**config.mk**
```make
export PLATFORM = sky130hd
export DESIGN_NAME = sdram_refresh_power_control
export DESIGN_NICKNAME = d
export VERILOG_FILES = /design/src/verilog/sdram_pwr_pkg.sv /design/src/verilog/self_refresh_timer.sv /design/src/verilog/sdram_refresh_power_control.sv
export SDC_FILE = /design/constraint.sdc
export NUM_CORES = 1
export LEC_CHECK = 0
export BUFFER_PORTS_ARGS = -buffer_cell sky130_fd_sc_hd__buf_2
export CAP_MARGIN = 5
export CORE_UTILIZATION = 53
export CTS_CLUSTER_DIAMETER = 60
export CTS_CLUSTER_SIZE = 20
export DETAILED_ROUTE_END_ITERATION = 7
export PLACE_DENSITY = 0.85
export SYNTH_ARGS = -nofsm -noshare
export SYNTH_HDL_FRONTEND = slang
export SYNTH_HIERARCHICAL = 1
export SYNTH_SLANG_ARGS = --single-unit
```
**constraint.sdc**
```tcl
create_clock -name ref_clk_i -period 4.9 [get_ports ref_clk_i]
set_input_delay 0.98 -clock ref_clk_i [delete_from_list [all_inputs] [get_ports ref_clk_i]]
set_output_delay 0.98 -clock ref_clk_i [all_outputs]
set_load 0.05 [all_outputs]
```
**src/verilog/sdram_pwr_pkg.sv**
```systemverilog
// constants and types shared by the refresh and power-state logic
package sdram_pwr_pkg;

  // ----------------------------------------------------------------
  // clock and timing
  // ----------------------------------------------------------------
  localparam int CLK_PERIOD_NS          = 40;
  localparam int REFRESH_PERIOD_MS      = 64;
  localparam int REFRESH_CYCLE_TIME_NS  = 70;
  localparam int SELF_REFRESH_EXIT_CLKS = 2;
  localparam int ROW_BITS               = 12;
  // least time, rounded up to whole cycles
  localparam int REFRESH_CYCLE_CLKS =
    (REFRESH_CYCLE_TIME_NS + CLK_PERIOD_NS - 1) / CLK_PERIOD_NS;
  // whole refresh period in cycles
  localparam int REFRESH_PERIOD_CLKS =
    REFRESH_PERIOD_MS * 1000000 / CLK_PERIOD_NS;
  // distributed interval, rounded down
  localparam int REFRESH_INTERVAL_CLKS = REFRESH_PERIOD_CLKS >> ROW_BITS;

  // ----------------------------------------------------------------
  // command encoding {cs_n, ras_n, cas_n, we_n}
  // ----------------------------------------------------------------
  localparam logic [3:0] CMD_REFRESH = 4'h1;
  localparam logic [3:0] CMD_NOP     = 4'h7;
  localparam logic [3:0] CMD_NOP_MSK = 4'h8;

  // ----------------------------------------------------------------
  // power states
  // ----------------------------------------------------------------
  typedef enum logic [2:0] {
    ST_NORMAL,
    ST_SUSPEND,
    ST_PD_PRE,
    ST_PD_ACT,
    ST_SELF,
    ST_SELF_EXIT
  } pwr_state_t;

endpackage : sdram_pwr_pkg

```
**src/verilog/self_refresh_timer.sv**
```systemverilog
// internal timing source that paces refresh cycles in self refresh
`timescale 1ns/100ps
`default_nettype none
module self_refresh_timer #(
  parameter int INTERVAL = sdram_pwr_pkg::REFRESH_INTERVAL_CLKS,
  parameter int CW       = $clog2(INTERVAL + 1)
) (
  // clock and reset
  input  wire logic ref_clk_i,
  input  wire logic nrst_i,
  // control
  input  wire logic run_i,
  output logic      tick_o
);
  import sdram_pwr_pkg::*;

  localparam logic [CW-1:0] LAST = CW'(INTERVAL - 1);

  logic [CW-1:0] cnt_ff;
  logic [CW-1:0] nxt_cnt;
  logic          tick_ff;
  logic          nxt_tick;

  // free count while running, restart when stopped
  always_comb begin
    nxt_cnt  = '0;
    nxt_tick = 1'b0;
    if (run_i) begin
      if (cnt_ff == LAST) begin
        nxt_tick = 1'b1;
      end else begin
        nxt_cnt = cnt_ff + CW'(1);
      end
    end
  end

  // state registers
  always_ff @(posedge ref_clk_i) begin
    if (!nrst_i) begin
      cnt_ff  <= '0;
      tick_ff <= 1'b0;
    end else begin
      cnt_ff  <= nxt_cnt;
      tick_ff <= nxt_tick;
    end
  end

  assign tick_o = tick_ff;

endmodule : self_refresh_timer
`default_nettype wire

```
**src/verilog/sdram_refresh_power_control.sv**
```systemverilog
// refresh, self refresh, power-down and clock suspend state logic
// Notes on behaviour
// - refresh row comes from internal counter
// - self refresh ignores all but clock-enable
// - low enable with nop, idle enters power-down
// - banks idle gives precharge, else active power-down
// - power-down disables buffers and refresh
// - nop with enable high ends power-down
// - low enable during burst enters clock suspend
// - each low sample skips next internal edge
// - suspended burst holds data and counters
// - enable high resumes on following edge
`timescale 1ns/100ps
`default_nettype none
module sdram_refresh_power_control #(
  parameter int RFC_CLKS = sdram_pwr_pkg::REFRESH_CYCLE_CLKS,
  parameter int XSR_CLKS = sdram_pwr_pkg::SELF_REFRESH_EXIT_CLKS,
  parameter int INTERVAL = sdram_pwr_pkg::REFRESH_INTERVAL_CLKS,
  parameter int PD_LIMIT = sdram_pwr_pkg::REFRESH_PERIOD_CLKS,
  parameter int RB       = sdram_pwr_pkg::ROW_BITS
) (
  // clock and reset
  input  wire logic          ref_clk_i,
  input  wire logic          nrst_i,
  // command pins from the controller
  input  wire logic          cke_i,
  input  wire logic          cs_n_i,
  input  wire logic          ras_n_i,
  input  wire logic          cas_n_i,
  input  wire logic          we_n_i,
  // bank and burst status from the core
  input  wire logic [3:0]    bank_open_i,
  input  wire logic          burst_active_i,
  // internal clocking and refresh
  output logic               int_clk_en_o,
  output logic               burst_hold_o,
  output logic               refresh_start_o,
  output logic               refresh_busy_o,
  output logic [RB-1:0]      refresh_row_o,
  output logic               addr_ignore_o,
  // power status
  output logic               buf_en_o,
  output logic               self_refresh_o,
  output logic               pd_precharge_o,
  output logic               pd_active_o,
  output logic               suspend_o,
  output logic               pd_overstay_o
);
  import sdram_pwr_pkg::*;

  localparam int RCW = $clog2(RFC_CLKS + XSR_CLKS + 1);
  localparam int PCW = $clog2(PD_LIMIT + 1);
  localparam logic [RCW-1:0] RFC_LOAD = RCW'(RFC_CLKS);
  localparam logic [RCW-1:0] XSR_LOAD = RCW'(XSR_CLKS);
  localparam logic [PCW-1:0] PD_MAX   = PCW'(PD_LIMIT);

  // ----------------------------------------------------------------
  // command decode
  // ----------------------------------------------------------------
  logic [3:0] cmd;
  logic       cke_ff;
  logic       nxt_cke;
  logic       live;
  logic       is_ref;
  logic       is_nop;
  logic       tick;

  assign cmd    = {cs_n_i, ras_n_i, cas_n_i, we_n_i};
  // an internal edge is live only if enable was high one edge earlier
  assign live   = cke_ff;
  assign is_ref = live && (cmd == CMD_REFRESH);
  // inhibit (cs_n high) or nop
  assign is_nop = cs_n_i || (cmd == CMD_NOP);
  assign nxt_cke = cke_i;

  // ----------------------------------------------------------------
  // state, refresh timers and row counter
  // ----------------------------------------------------------------
  pwr_state_t      state_ff;
  pwr_state_t      nxt_state;
  logic [RCW-1:0]  busy_ff;
  logic [RCW-1:0]  nxt_busy;
  logic [RCW-1:0]  exit_ff;
  logic [RCW-1:0]  nxt_exit;
  logic [RB-1:0]   row_ff;
  logic [RB-1:0]   nxt_row;
  logic [PCW-1:0]  pd_ff;
  logic [PCW-1:0]  nxt_pd;
  logic            over_ff;
  logic            nxt_over;
  logic            start;
  logic            in_pd;

  assign in_pd = (state_ff == ST_PD_PRE) || (state_ff == ST_PD_ACT);

  // refresh starts on a live command or an internal tick
  always_comb begin
    start = 1'b0;
    if (busy_ff == '0) begin
      if (state_ff == ST_NORMAL && is_ref) begin
        start = 1'b1;
      end else if (state_ff == ST_SELF && tick) begin
        start = 1'b1;
      end
    end
  end

  // next power state
  always_comb begin
    nxt_state = state_ff;
    case (state_ff)
      ST_NORMAL: begin
        if (is_ref && !cke_i) begin
          nxt_state = ST_SELF;
        end else if (live && !cke_i && is_nop && !burst_active_i &&
                     busy_ff == '0) begin
          nxt_state = (bank_open_i == 4'h0) ? ST_PD_PRE : ST_PD_ACT;
        end else if (!cke_i && burst_active_i) begin
          nxt_state = ST_SUSPEND;
        end
      end
      ST_SUSPEND: begin
        if (cke_i) begin
          nxt_state = ST_NORMAL;
        end
      end
      ST_PD_PRE, ST_PD_ACT: begin
        if (cke_i && is_nop) begin
          nxt_state = ST_NORMAL;
        end
      end
      ST_SELF: begin
        // only the enable pin is looked at here
        if (cke_i) begin
          nxt_state = ST_SELF_EXIT;
        end
      end
      ST_SELF_EXIT: begin
        // leave as the exit count runs out and no refresh is running
        if (exit_ff <= RCW'(1) && busy_ff == '0) begin
          nxt_state = ST_NORMAL;
        end
      end
      default: begin
        nxt_state = ST_NORMAL;
      end
    endcase
  end

  // timers, row counter and overstay watch
  always_comb begin
    nxt_busy = (busy_ff != '0) ? busy_ff - RCW'(1) : busy_ff;
    nxt_exit = (exit_ff != '0) ? exit_ff - RCW'(1) : exit_ff;
    nxt_row  = row_ff;
    nxt_pd   = '0;
    nxt_over = over_ff;
    if (start) begin
      nxt_busy = RFC_LOAD;
      nxt_row  = row_ff + RB'(1);
    end
    if (state_ff == ST_SELF && cke_i) begin
      nxt_exit = XSR_LOAD;
    end
    if (in_pd) begin
      nxt_pd = (pd_ff == PD_MAX) ? pd_ff : pd_ff + PCW'(1);
      if (pd_ff == PD_MAX) begin
        nxt_over = 1'b1;
      end
    end else if (state_ff == ST_NORMAL) begin
      nxt_over = 1'b0;
    end
  end

  // state registers
  always_ff @(posedge ref_clk_i) begin
    if (!nrst_i) begin
      state_ff <= ST_NORMAL;
      cke_ff   <= 1'b0;
      busy_ff  <= '0;
      exit_ff  <= '0;
      row_ff   <= '0;
      pd_ff    <= '0;
      over_ff  <= 1'b0;
    end else begin
      state_ff <= nxt_state;
      cke_ff   <= nxt_cke;
      busy_ff  <= nxt_busy;
      exit_ff  <= nxt_exit;
      row_ff   <= nxt_row;
      pd_ff    <= nxt_pd;
      over_ff  <= nxt_over;
    end
  end

  // internal refresh pacing
  self_refresh_timer #(
    .INTERVAL (INTERVAL)
  ) u_timer (
    .ref_clk_i (ref_clk_i),
    .nrst_i    (nrst_i),
    .run_i     (state_ff == ST_SELF),
    .tick_o    (tick)
  );

  // ----------------------------------------------------------------
  // outputs
  // ----------------------------------------------------------------
  assign int_clk_en_o    = cke_ff;
  assign burst_hold_o    = !cke_ff;
  assign refresh_start_o = start;
  assign refresh_busy_o  = busy_ff != '0;
  assign refresh_row_o   = row_ff;
  assign addr_ignore_o   = start || (state_ff == ST_SELF);
  assign buf_en_o        = !in_pd && (state_ff != ST_SELF);
  assign self_refresh_o  = state_ff == ST_SELF;
  assign pd_precharge_o  = state_ff == ST_PD_PRE;
  assign pd_active_o     = state_ff == ST_PD_ACT;
  assign suspend_o       = state_ff == ST_SUSPEND;
  assign pd_overstay_o   = over_ff;
endmodule : sdram_refresh_power_control
`default_nettype wire

```
==> results.yml <==
floorplan:
  coreArea_um2: 5075
  pin_count: 35
  die-area_um2: 5544
  die_w_um: 74.46
  start_util_pct: 54.83
  die_y_um: 74.46
  rows: 26
timing:
  hold_ws_ps: 474.0
  skew_ps: 9.337
  setup_viol: 0
  tightest_slew_ps: 715.2
  hold_violations: 0
  clock.fmax_mhz: 258.8
  period_needed_ps: 3864
  rsz0062_at_grt: "no"
  slew_headroom_pct: 52.32
  worst_slack_ps: 1036
  fin_setup_tns_ps: 0
  period_share_pct: 78.86
  drv_slew: 0
global_routing:
  grtUsageTotal_pct: 21.09
  grt_max_degree: 24
  antenna_found_initial: 0
  grt_overflow: 0
  grt_pass1_vias: 2112
  grt_first_pass_wirelength_mm: 9.073
synthesis:
  synth_most_common_cell: "dfxtp_1"
  syn_avg_cell_area_um2: 8.484
  ys_top_cells_by_count: "dfxtp_1, nor2_1, nand2_1"
  async_flop_share_pct: 0
  synth_cells: 328
  synth_edf_count: 0
  syn-num-nets: 348
  synthDistinctLibCells: 52
  synth_top_area_cell: "dfxtp_1"
  synth_seq_cells: 54
  ys_seq_area_share_pct: 38.85
  yosys_warnings: 6
  synthFlopType: "dfxtp_1"
  syn_area_um2: 2783
  yosysTopAreaCellShare_pct: 38.85
  synth_top_cells_by_area: "dfxtp_1, nor2_1, xor2_1, a21oi_1, ha_1"
detailed_routing:
  ant_nets: 0
  drc: 0
  drt-initial-drc-count: 124
  routed_wl_mm: 5.618
  drtPass1Iterations: 4
  vias: 2438
  viasPerCell: 5.736
  wire_per_inst_um: 13.22
worst_setup_path:
  cpPeakStageDelay_ps: 560
  rrSetupSlack_ps: 2840
  crit_top_cell: "buf_2"
  r2r-start: "busy_ff[0]"
  rr_worst_depth: 7
  cp.required_ps: 3920
  critPathKind: "primary input to output port"
  startpoint_type: "primary input"
  cp_num_buf_inv: 2
  critical-path-top-delay-family: "simple AND/OR/NAND/NOR gates"
  arrival_ps: 2880
  reg2reg_to: "state_ff[0]"
  path_cells: "buf_2 -> or4b_4 -> o31a_1 -> nor3_2 -> or2_2 -> buf_2"
  critPathSlowestCell: "or4b_4"
  cp-end-kind: "output port"
  cp_max_fo: 19
placed_design:
  dp_hpwl_mm: 4.013
  routabilityCongestion: 0.8541
  detailed_place.area_um2: 2972
  io_buffers: 34
  placed_cells: 417
  pre_cts_ws_ps: 1049
cts:
  cts_tree: "built"
  cts.path.max_buffers: 2
  post_cts_resized: 0
  clkTransAtPathRegs_ps: 90
  cts_hold_buf: 0
  h-tree-depth: 2
  numCtsBuffers: 5
  cts_setup_buffers: 0
  clock-root-buffer: "clkbuf_8"
  cts.sinks: 54
  insertion_delay_ps: 320
final_layout:
  fill_cells: 454
  drive_gt1_share_pct: 14.93
  fin_util_pct: 60.72
  num_antenna_cells: 0
  fin_area_um2: 3082
  finalNonFillerCells: 425
  fin_nets: 374
  multi_input_area_um2: 1569
  area_delta_synth_final_pct: 10.75
  layout.area.seq_um2: 1081
power_and_ir_drop:
  ir_worst_vdd_uv: 203.3
  leakagePower_nw: 1.120
  power_per_cell_area_nw_per_um2: 322.9
  power_mw: 0.9950
worst_hold_path:
  hold_start: "refresh_row_o[11]"
  hold_depth: 2
  hold_end: "refresh_row_o[11]"
  worst_hold_path_type: "flop to flop"
outcome:
  status: "finished, final reports clean"
job:
  drv_cap: 0
[state kept, by name (all words and copies together) (netlist names), 3 cells and up]
signal	flops
pd_ff	21
refresh_row_o	12
u_timer/cnt_ff	9
busy_ff	3
exit_ff	3
state_ff	3
[cells in the final DEF (no fill, tap or decap), types with 4 or more instances in the layout]
cell / count
a21oi_1: 20
and2_1: 4
and3_1: 6
and4_1: 6
buf_2: 34
clkbuf_8: 8
dfxtp_1: 54
ha_1: 8
inv_1: 17
mux2i_1: 8
nand2_1: 23
nand2b_1: 11
nand3_1: 19
nand4_1: 8
nor2_1: 30
nor4_1: 8
o21ai_0: 13
o31ai_1: 5
or3_1: 9
or4_1: 7
xor2_1: 12
[how the worst max path moves through the flow]
stage,end,cells after the start,slack (ps),from
5_1_grt,addr_ignore_o,6,950,cs_n_i
4_1_cts,addr_ignore_o,6,1040,cs_n_i
2_1_floorplan,addr_ignore_o,5,860,cs_n_i
3_3_place_gp,addr_ignore_o,6,1070,cs_n_i
6_report,addr_ignore_o,6,1040,cs_n_i
3_5_place_dp,addr_ignore_o,6,1050,cs_n_i
[cells by family after synthesis]
| logic type | share of synthesized area (%) |
|---|---|
| DFF | 38.85 |
| AOI/OAI and AO/OA | 14.12 |
| adders and majority gates | 3.597 |
| muxes | 3.282 |
| buffers and inverters | 4.766 |
| xor gates and xnor gates | 4.721 |
| and+or+nand+nor | 30.67 |
[power by group]
group | internal, mW | total (mW) | switching, mW
clock network | 0.143 | 0.284 | 0.141
registers | 0.461 | 0.483 | 0.0216
logic | 0.0749 | 0.228 | 0.153
total | 0.679 | 0.995 | 0.316
[per-layer routing]
| layer | share of wire, % | GRT usage [%] | wire length, um |
|---|---|---|---|
| met5 | 0 | 0 | 0 |
| met4 | 1.7 | 7.966 | 98 |
| met3 | 3.7 | 5.285 | 208 |
| met2 | 48 | 37.04 | 2704 |
| met1 | 46 | 24.67 | 2606 |
[worst min-delay path, delay by kind of cell, from the launching register on]
| kind | cells | cell delay [ps] |
|---|---|---|
| multiplexers | 1 | 50 |
| flip-flops | 1 | 330 |
| AND/OR/NAND/NOR | 1 | 50 |
[cell type report]
class / instances / area share [%]
multi-input combinational: 242 / 50.91
sequential: 54 / 35.08
inverter: 17 / 2.071
timing repair buffer: 34 / 5.522
clock buffer: 8 / 3.573
tap: 70 / 2.842
Power figures use the tool's default switching activity.
